**config.mk**
```make
export PLATFORM = sky130hd
export DESIGN_NAME = thermal_sensor_register_map
export DESIGN_NICKNAME = d
export VERILOG_FILES = /design/src/rtl/thermal_regs_pkg.sv /design/src/rtl/thermal_sensor_register_map.sv /design/src/rtl/fraction_latch.sv
export SDC_FILE = /design/constraint.sdc
export NUM_CORES = 1
export LEC_CHECK = 0
export BUFFER_PORTS_ARGS = -buffer_cell sky130_fd_sc_hd__clkbuf_2
export CAP_MARGIN = 20
export CORE_ASPECT_RATIO = 1.2
export CORE_MARGIN = 8
export CORE_UTILIZATION = 40
export CTS_CLUSTER_DIAMETER = 150
export CTS_CLUSTER_SIZE = 8
export DETAILED_ROUTE_END_ITERATION = 7
export SLEW_MARGIN = 25
export SYNTH_ARGS = -nofsm -noshare
export SYNTH_HDL_FRONTEND = slang
export SYNTH_SLANG_ARGS = --single-unit
```
**constraint.sdc**
```tcl
create_clock -name i_clock -period 3.8 [get_ports i_clock]
set_input_delay 0.38 -clock i_clock [delete_from_list [all_inputs] [get_ports i_clock]]
set_output_delay 0.38 -clock i_clock [all_outputs]
set_load 0.02 [all_outputs]
```
**src/rtl/thermal_regs_pkg.sv**
```systemverilog
// Register indices, field layouts, reset values and widths of the sensor register bank.
package thermal_regs_pkg;
   localparam logic [7:0] IDX_LOCAL_INT = 8'h00;
   localparam logic [7:0] IDX_REMOTE_SINT = 8'h01;
   localparam logic [7:0] IDX_STATUS1 = 8'h02;
   localparam logic [7:0] IDX_CONFIG_A = 8'h03;
   localparam logic [7:0] IDX_CONFIG_B = 8'h09;
   localparam logic [7:0] IDX_RATE_A = 8'h04;
   localparam logic [7:0] IDX_RATE_B = 8'h0a;
   localparam logic [7:0] IDX_ROS_LIMIT_A = 8'h07;
   localparam logic [7:0] IDX_ROS_LIMIT_B = 8'h0d;
   localparam logic [7:0] IDX_ONE_SHOT = 8'h0f;
   localparam logic [7:0] IDX_REMOTE_SFRAC = 8'h10;
   localparam logic [7:0] IDX_OFFSET_HI = 8'h11;
   localparam logic [7:0] IDX_OFFSET_LO = 8'h12;
   localparam logic [7:0] IDX_RCRIT_LIMIT = 8'h19;
   localparam logic [7:0] IDX_LOCAL_LIMIT = 8'h20;
   localparam logic [7:0] IDX_HYST = 8'h21;
   localparam logic [7:0] IDX_LOCAL_FRAC = 8'h30;
   localparam logic [7:0] IDX_REMOTE_UINT = 8'h31;
   localparam logic [7:0] IDX_REMOTE_UFRAC = 8'h32;
   localparam logic [7:0] IDX_STATUS2 = 8'h33;
   localparam logic [7:0] IDX_DIODE_CFG = 8'hbf;
   localparam logic [7:0] IDX_RESET = 8'h00;
   // Reset values
   localparam logic [4:0] RST_CONFIG = 5'h00;
   localparam logic [1:0] RST_RATE = 2'h2;
   localparam logic [7:0] RST_ROS_LIMIT = 8'h55;
   localparam logic [7:0] RST_RCRIT_LIMIT = 8'h6e;
   localparam logic [6:0] RST_LOCAL_LIMIT = 7'h55;
   localparam logic [4:0] RST_HYST = 5'h0a;
   localparam logic [4:0] RST_DIODE_CFG = 5'h1f;
   localparam logic [7:0] RST_OFFSET_HI = 8'h00;
   localparam logic [2:0] RST_OFFSET_LO = 3'h0;
   // General configuration fields
   localparam int CFG_HALT = 4;
   localparam int CFG_MASK_RCRIT = 3;
   localparam int CFG_MASK_ROS = 2;
   localparam int CFG_MASK_LCRIT = 1;
   localparam int CFG_MASK_LOS = 0;
   // Primary status fields
   localparam int ST_BUSY = 4;
   localparam int ST_ROS = 3;
   localparam int ST_RCRIT = 2;
   localparam int ST_FAULT = 1;
   localparam int ST_LOCAL = 0;
   // Diode configuration fields
   localparam int DC_FAULT_MASK = 2;
   // Fraction field widths, data left justified in the byte
   localparam int LOCAL_FRAC_W = 3;
   localparam int REMOTE_FRAC_W = 5;
   // Conversion time in ns and its cycle count at 50 MHz
   localparam int CLOCK_NS = 20;
   localparam int CONV_TIME_NS = 2000;
   localparam int CONV_CYCLES = (CONV_TIME_NS + CLOCK_NS - 1) / CLOCK_NS;
   typedef enum logic [1:0] {
      conv_idle_t,
      conv_busy_t,
      conv_done_t
   } conv_state_t;
endpackage

```
**src/rtl/thermal_sensor_register_map.sv**
```systemverilog
// Register bank of a two-channel temperature sensor behind a command-byte index.
`timescale 1ns/1ps
module thermal_sensor_register_map #(
   parameter int CONV_LEN = thermal_regs_pkg::CONV_CYCLES
) (
   input wire logic i_clock,
   input wire logic i_reset,
   input wire logic i_command_valid,
   input wire logic [7:0] i_register_index_bits,
   input wire logic i_write_valid,
   input wire logic [7:0] i_write_data,
   input wire logic i_read_request,
   output logic o_read_valid,
   output logic [7:0] o_read_data,
   input wire logic [10:0] i_local_temp,
   input wire logic [12:0] i_remote_temp_signed,
   input wire logic [12:0] i_remote_temp_unsigned,
   input wire logic i_diode_fault,
   input wire logic i_not_ready,
   output logic o_conversion_start,
   output logic o_critical_alarm_n,
   output logic o_overtemp_alarm_n,
   output logic [4:0] o_general_config,
   output logic [4:0] o_diode_config,
   output logic [1:0] o_conversion_rate,
   output logic [10:0] o_remote_offset
);
   import thermal_regs_pkg::*;

   logic [7:0] index_q;
   logic [4:0] config_q;
   logic [1:0] rate_q;
   logic [7:0] ros_limit_q;
   logic [7:0] rcrit_limit_q;
   logic [6:0] local_limit_q;
   logic [4:0] hyst_q;
   logic [4:0] diode_cfg_q;
   logic [7:0] offset_hi_q;
   logic [2:0] offset_lo_q;
   logic [10:0] local_q;
   logic [12:0] remote_s_q;
   logic [12:0] remote_u_q;
   logic fault_q;
   logic not_ready_q;
   logic los_q, lcrit_q, ros_q, rcrit_q;
   logic crit_alarm_q, overtemp_alarm_q;
   conv_state_t conv_q;
   logic [15:0] conv_cnt_q;
   logic start_q;
   logic read_valid_q;
   logic [7:0] read_data_q;
   logic [7:0] rd_byte;
   logic [7:0] local_frac_byte, remote_sfrac_byte, remote_ufrac_byte;
   logic do_read, do_write, conv_end, one_shot;

   // Above limit or still inside the hysteresis band
   function automatic logic hold_alarm(input logic [7:0] temp, input logic [7:0] limit,
                                       input logic [4:0] hyst, input logic active);
      logic [8:0] low;
      low = {1'b0, limit} - {4'h0, hyst};
      if (temp > limit) begin
         hold_alarm = 1'b1;
      end else if (active && (low[8] || ({1'b0, temp} >= low))) begin
         hold_alarm = 1'b1;
      end else begin
         hold_alarm = 1'b0;
      end
   endfunction

   assign do_read = i_read_request;
   assign do_write = i_write_valid;
   assign conv_end = (conv_q == conv_busy_t) && (conv_cnt_q == 16'h0000);
   assign one_shot = do_write && (index_q == IDX_ONE_SHOT) && config_q[CFG_HALT];

   // Index follows each command byte and holds otherwise
   always_ff @(posedge i_clock) begin
      if (i_reset) begin
         index_q <= IDX_RESET;
      end else if (i_command_valid) begin
         index_q <= i_register_index_bits;
      end
   end

   // Writable registers; read-only and one-shot indices fall through untouched
   always_ff @(posedge i_clock) begin
      if (i_reset) begin
         config_q <= RST_CONFIG;
         rate_q <= RST_RATE;
         ros_limit_q <= RST_ROS_LIMIT;
         rcrit_limit_q <= RST_RCRIT_LIMIT;
         local_limit_q <= RST_LOCAL_LIMIT;
         hyst_q <= RST_HYST;
         diode_cfg_q <= RST_DIODE_CFG;
         offset_hi_q <= RST_OFFSET_HI;
         offset_lo_q <= RST_OFFSET_LO;
      end else if (do_write) begin
         unique case (index_q)
            IDX_CONFIG_A, IDX_CONFIG_B: begin
               config_q <= i_write_data[4:0];
            end
            IDX_RATE_A, IDX_RATE_B: begin
               rate_q <= i_write_data[1:0];
            end
            IDX_ROS_LIMIT_A, IDX_ROS_LIMIT_B: begin
               ros_limit_q <= i_write_data;
            end
            IDX_RCRIT_LIMIT: begin
               rcrit_limit_q <= i_write_data;
            end
            IDX_LOCAL_LIMIT: begin
               local_limit_q <= i_write_data[6:0];
            end
            IDX_HYST: begin
               hyst_q <= i_write_data[4:0];
            end
            IDX_DIODE_CFG: begin
               diode_cfg_q <= i_write_data[4:0];
            end
            IDX_OFFSET_HI: begin
               offset_hi_q <= i_write_data;
            end
            IDX_OFFSET_LO: begin
               offset_lo_q <= i_write_data[7:5];
            end
            default: begin
               // Read-only indices and one-shot data are dropped
               config_q <= config_q;
            end
         endcase
      end
   end

   // Conversion sequencer: runs free when running, one pass per one-shot taken in idle when halted
   always_ff @(posedge i_clock) begin
      if (i_reset) begin
         conv_q <= conv_idle_t;
         conv_cnt_q <= 16'h0000;
         start_q <= 1'b0;
      end else begin
         start_q <= 1'b0;
         unique case (conv_q)
            conv_idle_t: begin
               if (!config_q[CFG_HALT] || one_shot) begin
                  conv_q <= conv_busy_t;
                  conv_cnt_q <= 16'(CONV_LEN - 1);
                  start_q <= 1'b1;
               end
            end
            conv_busy_t: begin
               if (conv_end) begin
                  conv_q <= conv_done_t;
               end else begin
                  conv_cnt_q <= conv_cnt_q - 16'h0001;
               end
            end
            conv_done_t: begin
               conv_q <= conv_idle_t;
            end
         endcase
      end
   end

   // Capture results and compare against limits at the end of each conversion
   always_ff @(posedge i_clock) begin
      if (i_reset) begin
         local_q <= '0;
         remote_s_q <= '0;
         remote_u_q <= '0;
         fault_q <= 1'b0;
         not_ready_q <= 1'b0;
         los_q <= 1'b0;
         lcrit_q <= 1'b0;
         ros_q <= 1'b0;
         rcrit_q <= 1'b0;
      end else begin
         not_ready_q <= i_not_ready;
         if (conv_end) begin
            local_q <= i_local_temp;
            remote_s_q <= i_remote_temp_signed;
            remote_u_q <= i_remote_temp_unsigned;
            fault_q <= i_diode_fault;
            los_q <= hold_alarm({1'b0, i_local_temp[9:3]}, {1'b0, local_limit_q}, hyst_q, los_q)
                     && !i_local_temp[10];
            lcrit_q <= hold_alarm({1'b0, i_local_temp[9:3]}, {1'b0, local_limit_q}, hyst_q, lcrit_q)
                       && !i_local_temp[10];
            ros_q <= hold_alarm(i_remote_temp_unsigned[12:5], ros_limit_q, hyst_q, ros_q);
            rcrit_q <= hold_alarm(i_remote_temp_unsigned[12:5], rcrit_limit_q, hyst_q, rcrit_q);
         end
      end
   end

   // Pins are active low and clear only when every unmasked source has cleared
   always_ff @(posedge i_clock) begin
      if (i_reset) begin
         crit_alarm_q <= 1'b1;
         overtemp_alarm_q <= 1'b1;
      end else begin
         crit_alarm_q <= !((rcrit_q && !config_q[CFG_MASK_RCRIT]) ||
                           (lcrit_q && !config_q[CFG_MASK_LCRIT]) ||
                           (fault_q && !diode_cfg_q[DC_FAULT_MASK]));
         overtemp_alarm_q <= !((ros_q && !config_q[CFG_MASK_ROS]) ||
                               (los_q && !config_q[CFG_MASK_LOS]));
      end
   end

   // Fraction bytes freeze on their integer read so both halves match
   fraction_latch #(.WIDTH(LOCAL_FRAC_W)) u_local_frac (
      .i_clock(i_clock),
      .i_reset(i_reset),
      .i_live(local_q[2:0]),
      .i_freeze(do_read && (index_q == IDX_LOCAL_INT)),
      .i_release(do_read && (index_q == IDX_LOCAL_FRAC)),
      .o_byte(local_frac_byte)
   );
   fraction_latch #(.WIDTH(REMOTE_FRAC_W)) u_remote_sfrac (
      .i_clock(i_clock),
      .i_reset(i_reset),
      .i_live(remote_s_q[4:0]),
      .i_freeze(do_read && (index_q == IDX_REMOTE_SINT)),
      .i_release(do_read && (index_q == IDX_REMOTE_SFRAC)),
      .o_byte(remote_sfrac_byte)
   );
   fraction_latch #(.WIDTH(REMOTE_FRAC_W)) u_remote_ufrac (
      .i_clock(i_clock),
      .i_reset(i_reset),
      .i_live(remote_u_q[4:0]),
      .i_freeze(do_read && (index_q == IDX_REMOTE_UINT)),
      .i_release(do_read && (index_q == IDX_REMOTE_UFRAC)),
      .o_byte(remote_ufrac_byte)
   );

   // Read multiplexer; unmapped and write-only indices read zero
   always_comb begin
      rd_byte = 8'h00;
      unique case (index_q)
         IDX_LOCAL_INT: rd_byte = local_q[10:3];
         IDX_REMOTE_SINT: rd_byte = remote_s_q[12:5];
         IDX_STATUS1: begin
            rd_byte = {3'h0, (conv_q != conv_idle_t), ros_q, rcrit_q, fault_q, (los_q | lcrit_q)};
         end
         IDX_CONFIG_A, IDX_CONFIG_B: rd_byte = {3'h0, config_q};
         IDX_RATE_A, IDX_RATE_B: rd_byte = {6'h00, rate_q};
         IDX_ROS_LIMIT_A, IDX_ROS_LIMIT_B: rd_byte = ros_limit_q;
         IDX_ONE_SHOT: rd_byte = 8'h00;
         IDX_REMOTE_SFRAC: rd_byte = remote_sfrac_byte;
         IDX_OFFSET_HI: rd_byte = offset_hi_q;
         IDX_OFFSET_LO: rd_byte = {offset_lo_q, 5'h00};
         IDX_RCRIT_LIMIT: rd_byte = rcrit_limit_q;
         IDX_LOCAL_LIMIT: rd_byte = {1'b0, local_limit_q};
         IDX_HYST: rd_byte = {3'h0, hyst_q};
         IDX_LOCAL_FRAC: rd_byte = local_frac_byte;
         IDX_REMOTE_UINT: rd_byte = remote_u_q[12:5];
         IDX_REMOTE_UFRAC: rd_byte = remote_ufrac_byte;
         IDX_STATUS2: rd_byte = {6'h00, not_ready_q, 1'b0};
         IDX_DIODE_CFG: rd_byte = {3'h0, diode_cfg_q};
         default: rd_byte = 8'h00;
      endcase
   end

   // Registered read answer, one cycle after the request
   always_ff @(posedge i_clock) begin
      if (i_reset) begin
         read_valid_q <= 1'b0;
         read_data_q <= 8'h00;
      end else begin
         read_valid_q <= do_read;
         if (do_read) begin
            read_data_q <= rd_byte;
         end
      end
   end

   assign o_read_valid = read_valid_q;
   assign o_read_data = read_data_q;
   assign o_conversion_start = start_q;
   assign o_critical_alarm_n = crit_alarm_q;
   assign o_overtemp_alarm_n = overtemp_alarm_q;
   assign o_general_config = config_q;
   assign o_diode_config = diode_cfg_q;
   assign o_conversion_rate = rate_q;
   assign o_remote_offset = {offset_hi_q, offset_lo_q};
endmodule // thermal_sensor_register_map

```
**src/rtl/fraction_latch.sv**
```systemverilog
// Holding register for one fraction byte, frozen on its integer read.
`timescale 1ns/1ps
module fraction_latch #(
   parameter int WIDTH = 5
) (
   input wire logic i_clock,
   input wire logic i_reset,
   input wire logic [WIDTH-1:0] i_live,
   input wire logic i_freeze,
   input wire logic i_release,
   output logic [7:0] o_byte
);
   logic locked_q;
   logic [WIDTH-1:0] held_q;

   // A new integer read always reloads, even if an earlier one is still held
   always_ff @(posedge i_clock) begin
      if (i_reset) begin
         locked_q <= 1'b0;
         held_q <= '0;
      end else if (i_freeze) begin
         locked_q <= 1'b1;
         held_q <= i_live;
      end else if (i_release) begin
         locked_q <= 1'b0;
      end else if (!locked_q) begin
         held_q <= i_live;
      end
   end

   // Unused low bits are zero
   always_comb begin
      o_byte = {held_q, {(8 - WIDTH){1'b0}}};
   end
endmodule // fraction_latch

```
==> results of run 1 <==
## logic make-up (layout without fill, tap and decap cells)
kind of cell               after synthesis  in the layout  synth area share [%]
AOI/OAI and AO/OA                      241            241                 18.78
xor gates and xnor gates                 9              9                0.9213
adders and majority gates               67             67                 10.06
buffers and inverters                  112            197                 5.352
DFF                                    148            148                 34.63
muxes                                   75             75                 9.052
and+or+nand+nor                        372            372                 21.21
## layer usage
metal | share of wire, % | GRT usage [%]
met5 | 0 | 0
met4 | 3.0 | 8.133
met3 | 6.6 | 3.817
met2 | 46 | 33.97
met1 | 44 | 28.03
## flip-flops by register name, indices dropped and copies added (netlist names), 7 cells and up
signal         flops
o_read_data        8
local_q           11
offset_hi_q        8
index_q            8
conv_cnt_q        16
rcrit_limit_q      8
remote_u_q        13
ros_limit_q        8
remote_s_q        13
local_limit_q      7
## worst register-to-register path, delay by kind of cell, from the launching register on
family | cells | cell delay [ns]
buffers and inverters | 1 | 0.16
flip-flops | 1 | 0.51
adder cells (fa/ha/maj) | 2 | 0.59
AO/OA/AOI/OAI | 7 | 1.26
AND/OR/NAND/NOR | 3 | 0.30
## final timing paths
check                                             end  slack (ns)
worst max-delay path                          rcrit_q        0.84
worst min-delay path                    remote_s_q[5]        0.16
worst max register to register                rcrit_q        0.84
worst min register to register  u_local_frac.locked_q        0.45
## area by class of cell
class,count,share of cell area (%)
clock buffers,17,4.298
clock inverters,15,1.909
inverters,52,1.972
multi-input cells,764,52.00
flip-flops and latches,148,29.94
well taps,270,3.413
repair buffers,113,6.473
## metrics by stage
stage / power [mW] / hold slack (ns) / cell area, um2 / util, % / cells
finish: 4.734 / 0.1584 / 9897 / 47.19 / 1379
global placement: 3.008 / 0.4405 / 9283 / 44.26 / 1347
detailed placement: 3.019 / 0.4464 / 9283 / 44.26 / 1347
floorplan: 2.719 / 0.4329 / 8556 / - / 1024
CTS: 4.758 / 0.1501 / 9897 / 47.19 / 1379
global route: 4.978 / 0.1553 / 9897 / 47.19 / 1379
## power groups by stage
stage | clock, mW | combinational [mW] | sequential, mW
final | 1.73 | 1.15 | 1.85
after global routing | 1.83 | 1.28 | 1.87
after CTS | 1.76 | 1.15 | 1.84
after detailed placement | 0 | 1.14 | 1.88
after global placement | 0 | 1.13 | 1.88
after floorplan | 0 | 0.884 | 1.84
## layout by cell type (no fill, tap or decap), types with 5 or more instances in the layout
master / netlist / routed
o22ai_1: 5 / 5
a21oi_1: 90 / 90
buf_4: 2 / 18
nand2_1: 129 / 129
clkinv_8: 0 / 5
nor2_1: 89 / 89
or3_1: 10 / 10
o21ai_0: 33 / 33
nand3_1: 34 / 34
xnor2_1: 5 / 5
or4_1: 8 / 8
o21a_1: 11 / 11
or2_2: 8 / 8
nand2b_1: 9 / 9
dfxtp_1: 148 / 148
nand4_1: 10 / 10
a21o_1: 10 / 10
mux2_2: 9 / 9
a211oi_1: 14 / 14
nand3b_1: 6 / 6
inv_1: 52 / 52
ha_1: 64 / 64
a31oi_1: 6 / 6
mux2i_1: 65 / 65
o31ai_1: 9 / 9
nor2b_1: 13 / 13
a221oi_1: 5 / 5
a32oi_1: 6 / 6
clkbuf_16: 0 / 17
nor4_1: 9 / 9
clkbuf_2: 0 / 93
inv_6: 0 / 5
nor3_1: 14 / 14
==> out/results.tsv, run 1 <==
stage	metric	value	unit
run_status	outcome	complete, no violations	
route	drt_first_pass_iters	8	
placement	dp_hpwl	21320	um
clock_network	htreeDepth	4	
global_routing	globalRouteOverflowTotal	0	
route	drt-total-wl	27990	um
route	drt-initial-drc-count	671	
cells_and_area	seqCellArea	2963	um2
floorplanning	fp.dieH	176.2	um
global_routing	grt_start_max_net_pins	64	
timing	finalCritPeriodShare	77.95	%
setup_path	max_stage_delay	0.51	ns
synthesis	syn_area	8556	um2
placement	gp_congestion	0.9468	
route	drc_errors	0	
pwr	p_seq_share	39.0	%
synthesis	yosysSeqAreaShare	34.63	%
placement	dp_slack	0.8550	ns
route	postRouteAntennaNets	0	
route	via_count	7869	
synthesis	async_flop_share	0	%
cells_and_area	syn_to_final_growth	15.68	%
setup_path	worstSetupPathType	flip-flop to flip-flop	
floorplanning	ioPinCount	95	
synthesis	syn-num-nets	1151	
clock_network	cts_root_buf	clkbuf_16	
setup_path	endpoint_kind	flip-flop	
clock_network	cts.sinks	148	
timing	drv_slew	0	
pwr	p_int	3.080	mW
setup_path	cp_slowest_cell	dfxtp_1	
setup_path	crit_buf_inv	1	
cells_and_area	antenna-diode-count	0	
setup_path	cp-startpoint	hyst_q[1]	
route	routed_via_density	5.706	
pwr	switching_share	34.93	%
placement	io_buffer_count	94	
pwr	leakage	4.128	nW
global_routing	grt_pass1_vias	7548	
synthesis	synth_cell_type_count	80	
setup_path	cp_max_fo	5	
floorplanning	die_area	26350	um2
route	avgRoutedWirePerCell	20.30	um
floorplanning	initial_core_util	40.79	%
setup_path	crit_cells	13	
setup_path	r2r_cells	13	
pwr	pwr-share-comb	24.3	%
cells_and_area	fin_nets	1223	
timing	layout_setup_ws	0.8377	ns
global_routing	grtUsageTotal	21.31	%
timing	fin_crit	2.962	ns
synthesis	synthTopCellsByArea	dfxtp_1 (35%), ha_1 (9.4%), mux2i_1 (7.6%), nand2_1 (5.7%), a21oi_1 (5.3%)	
synthesis	synth_top_area_share	34.63	%
global_routing	antenna_found_initial	0	
global_routing	grt_pass1_wl	43600	um
setup_path	critPathRequiredTime	4.09	ns
timing	max_clock_freq	0.3376	GHz
setup_path	cp-start-kind	flip-flop	
synthesis	synth.top_cells.by_count	dfxtp_1 (148), nand2_1 (129), a21oi_1 (90)	
hold_path	hold_depth	3	
clock_network	post_cts_resized	0	
synthesis	synth_warnings	0	
flow_run	maxCapViolCount	0	
timing	fin_setup_tns	0	ns
setup_path	crit_family	compound AO/OA/AOI/OAI gates	
pwr	switchingPower	1.653	mW
synthesis	synth.ff_latch_count	148	
synthesis	syn_avg_cell_area	8.355	um2
clock_network	postCtsHoldBufs	0	
cells_and_area	layout-drive-gt1-share	16.32	%
timing	clock_skew	0.008300	ns
synthesis	yosysMostFrequentCell	dfxtp_1	
synthesis	synth_cells	1024	
cells_and_area	num-fill-cells	2057	
clock_network	numCtsBuffers	17	
setup_path	critPathArrivalTime	3.26	ns
cells_and_area	multi_input_area	5146	um2
setup_path	path_cells	inv_1 > ha_1 > nor2b_1 > o21a_1 > o21a_1 > o21ai_0 > a21oi_1 > ha_1 > nand3_1 > nor2_1 > a21o_1 > a2111oi_4 > o22ai_1	
timing	setup_violations	0	
pwr	power_frac_clock	36.6	%
clock_network	cts_buffer_depth	2	
clock_network	clk-insertion-delay-late	0.44	ns
floorplanning	fp.dieW	149.5	um
synthesis	synth_top_area_cell	dfxtp_1	
synthesis	synth-main-ff-cell	dfxtp_1	
synthesis	synth_edf_count	0	
clock_network	cts_setup_buffers	0	
hold_path	hold_path.class	input port to flip-flop	
pwr	power_density	478.3	nW/um2
floorplanning	core	20970	um2
clock_network	cts_tree	yes	
setup_path	reg2reg_from	hyst_q[1]	
floorplanning	row_count	58	
hold_path	min_from	i_remote_temp_signed[5]	
timing	worst_pin_slew	0.8694	ns
timing	rsz0062_at_grt	false	
pwr	irDropWorstVdd	0.0003212	V
timing	finalHoldViolCount	0	
clock_network	clkTransAtPathRegs	0.07	ns
timing	max-slew-margin-rel	41.87	%
Power figures use the tool's default switching activity.
==> inputs of run 2 (changes only) <==
Clock period 3.8 ns to 2.9 ns, I/O delays scaled along.
==> run 2 against run 1 <==
Effect of this change:
- global-route usage grew 0.090 points
- die area stayed put
- setup slack worse by 0.66 ns
- sequential cell count unchanged
- largest power group unchanged
==> out/results.tsv, run 2 (same netlist as run 1, synthesis figures left out) <==
stage	metric	value	unit
run_status	outcome	complete, no violations	
setup_path	path_cells	inv_1 > ha_1 > fa_1 > nor2b_1 > o21a_1 > or3_1 > nand2_1 > ha_1 > a21o_1 > a211oi_2 > a21oi_2 > a2111oi_4 > o22ai_1	
cells_and_area	layout_commonest_cell	dfxtp_1	
floorplanning	fp.dieW	149.5	um
timing	fin_crit	2.726	ns
flow_run	maxCapViolCount	0	
placement	gp_congestion	0.9010	
timing	drv_slew	0	
clock_network	numCtsBuffers	17	
setup_path	endpoint_kind	flip-flop	
setup_path	reg2reg_from	rcrit_limit_q[0]	
global_routing	grt_pass1_vias	7655	
route	via_count	7881	
pwr	leakage	4.188	nW
placement	io_buffer_count	94	
setup_path	critPathRequiredTime	3.20	ns
route	postRouteAntennaNets	0	
clock_network	cts_buffer_depth	2	
setup_path	cp_slowest_cell	fa_1	
pwr	power_density	609.6	nW/um2
setup_path	rrSetupSlack	0.17	ns
clock_network	clk-insertion-delay-late	0.43	ns
placement	dp_hpwl	21360	um
global_routing	globalRouteOverflowTotal	0	
timing	max_clock_freq	0.3669	GHz
timing	finalCritPeriodShare	93.98	%
global_routing	grt_start_max_net_pins	48	
setup_path	cp-startpoint	rcrit_limit_q[0]	
cells_and_area	antenna-diode-count	0	
floorplanning	core	20970	um2
floorplanning	die_area	26350	um2
setup_path	cpMostUsedCell	ha_1	
clock_network	clkTransAtPathRegs	0.07	ns
pwr	p_total	6.066	mW
timing	clock_skew	0.01074	ns
route	drc_errors	0	
timing	finalHoldViolCount	0	
clock_network	cts.sinks	148	
setup_path	cp-start-kind	flip-flop	
floorplanning	row_count	58	
floorplanning	ioPinCount	95	
cells_and_area	final_util	47.44	%
route	avgRoutedWirePerCell	19.96	um
setup_path	critPathArrivalTime	3.03	ns
floorplanning	initial_core_util	40.79	%
setup_path	max_stage_delay	0.40	ns
setup_path	r2r_end	rcrit_q	
setup_path	worstSetupPathType	flip-flop to flip-flop	
route	drt_first_pass_iters	7	
hold_path	hold_path.class	input port to flip-flop	
global_routing	grtUsageTotal	21.40	%
setup_path	cp_max_fo	4	
cells_and_area	fin_nets	1239	
clock_network	cts_tree	yes	
pwr	irDropWorstVdd	0.0004080	V
cells_and_area	top_regs	conv_cnt_q: 16 flops, remote_s_q: 13 flops, remote_u_q: 13 flops	
route	drt-total-wl	27850	um
route	drt-initial-drc-count	667	
cells_and_area	layout-drive-gt1-share	17.78	%
timing	setup_violations	0	
hold_path	hold_depth	3	
setup_path	worstSetupEndpoint	rcrit_q	
cells_and_area	largest_reg_flops	16	
global_routing	antenna_found_initial	0	
clock_network	htreeDepth	4	
cells_and_area	final_cell_mix	dfxtp_1 (147), nand2_1 (129), clkbuf_2 (93), nor2_1 (89), a21oi_1 (89)	
clock_network	cts_root_buf	clkbuf_16	
timing	max-slew-margin-rel	59.33	%
setup_path	r2r_cells	13	
global_routing	grt_pass1_wl	43810	um
cells_and_area	syn_to_final_growth	16.29	%
cells_and_area	regMostFlops	conv_cnt_q	
clock_network	postCtsHoldBufs	0	
timing	worst_pin_slew	0.6047	ns
route	routed_via_density	5.649	
floorplanning	fp.dieH	176.2	um
[run 2: cell types whose count changed in the layout (fill, tap and decap cells not counted), sizes merged]
cell,delta
buf,+16
clkinv,+2
bufinv,-1
clkinvlp,-1
[run 2: final cells by class]
class                      instances  area, um2
sequential                       148       2964
clock buffer                      17      425.4
inverter                          52      195.2
clock inverter                    15      123.9
timing repair buffer             129      748.2
multi-input combinational        764       5155
fill                            2081      11020
tap                              270      337.8
[run 2: how the worst min path moves through the flow]
stage / startpoint / endpoint / slack [ns]
floorplan: i_write_data[2] / ros_limit_q[2] / 0.41
global placement: remote_u_q[9] / remote_u_q[9] / 0.44
detailed placement: remote_s_q[4] / remote_s_q[4] / 0.45
CTS: i_diode_fault / fault_q / 0.07
global route: i_remote_temp_unsigned[1] / remote_u_q[1] / 0.08
finish: i_diode_fault / fault_q / 0.08
[run 2: report_power, final]
group          total, mW  internal [mW]  switching [mW]
Combinational       1.56          0.612           0.953
Sequential          2.41           2.24           0.179
Clock               2.09           1.12           0.968
Total               6.07           3.97            2.10
[run 2: per-stage QoR]
| step | worst slack, ns | instances | hold slack (ns) | setup TNS (ns) | cell area, um2 |
|---|---|---|---|---|---|
| 2_1_floorplan | 0.2533 | 1024 | 0.4078 | 0 | 8556 |
| 3_3_place_gp | 0.1713 | 1363 | 0.4399 | 0 | 9390 |
| 3_5_place_dp | 0.1258 | 1363 | 0.4486 | 0 | 9390 |
| 4_1_cts | 0.1183 | 1395 | 0.07294 | 0 | 9940 |
| 5_1_grt | -0.007142 | 1395 | 0.07722 | -0.007142 | 9950 |
| 6_report | 0.1744 | 1395 | 0.08045 | 0 | 9950 |
[run 2: what timing repair did]
action	4_1_cts	5_1_grt
setup buffers	0	0
setup endpoints to repair	0	1
gates resized for setup	0	5
[run 2: critical path, delay by kind of cell (launching register included)]
kind	cells	cell delay (ns)
buf+inv	1	0.05
flops	1	0.38
simple gates	3	0.29
compound gates	6	0.96
fa+ha+maj	3	0.91
[run 2: routing by layer]
| metal | global-route usage [%] | up-vias | part of all wire (%) |
|---|---|---|---|
| met5 | 0 | - | 0 |
| met4 | 7.754 | 0 | 2.9 |
| met3 | 4.585 | 59 | 6.4 |
| met2 | 34.70 | 273 | 46 |
| met1 | 27.36 | 3690 | 45 |
| li1 | - | 3859 | - |
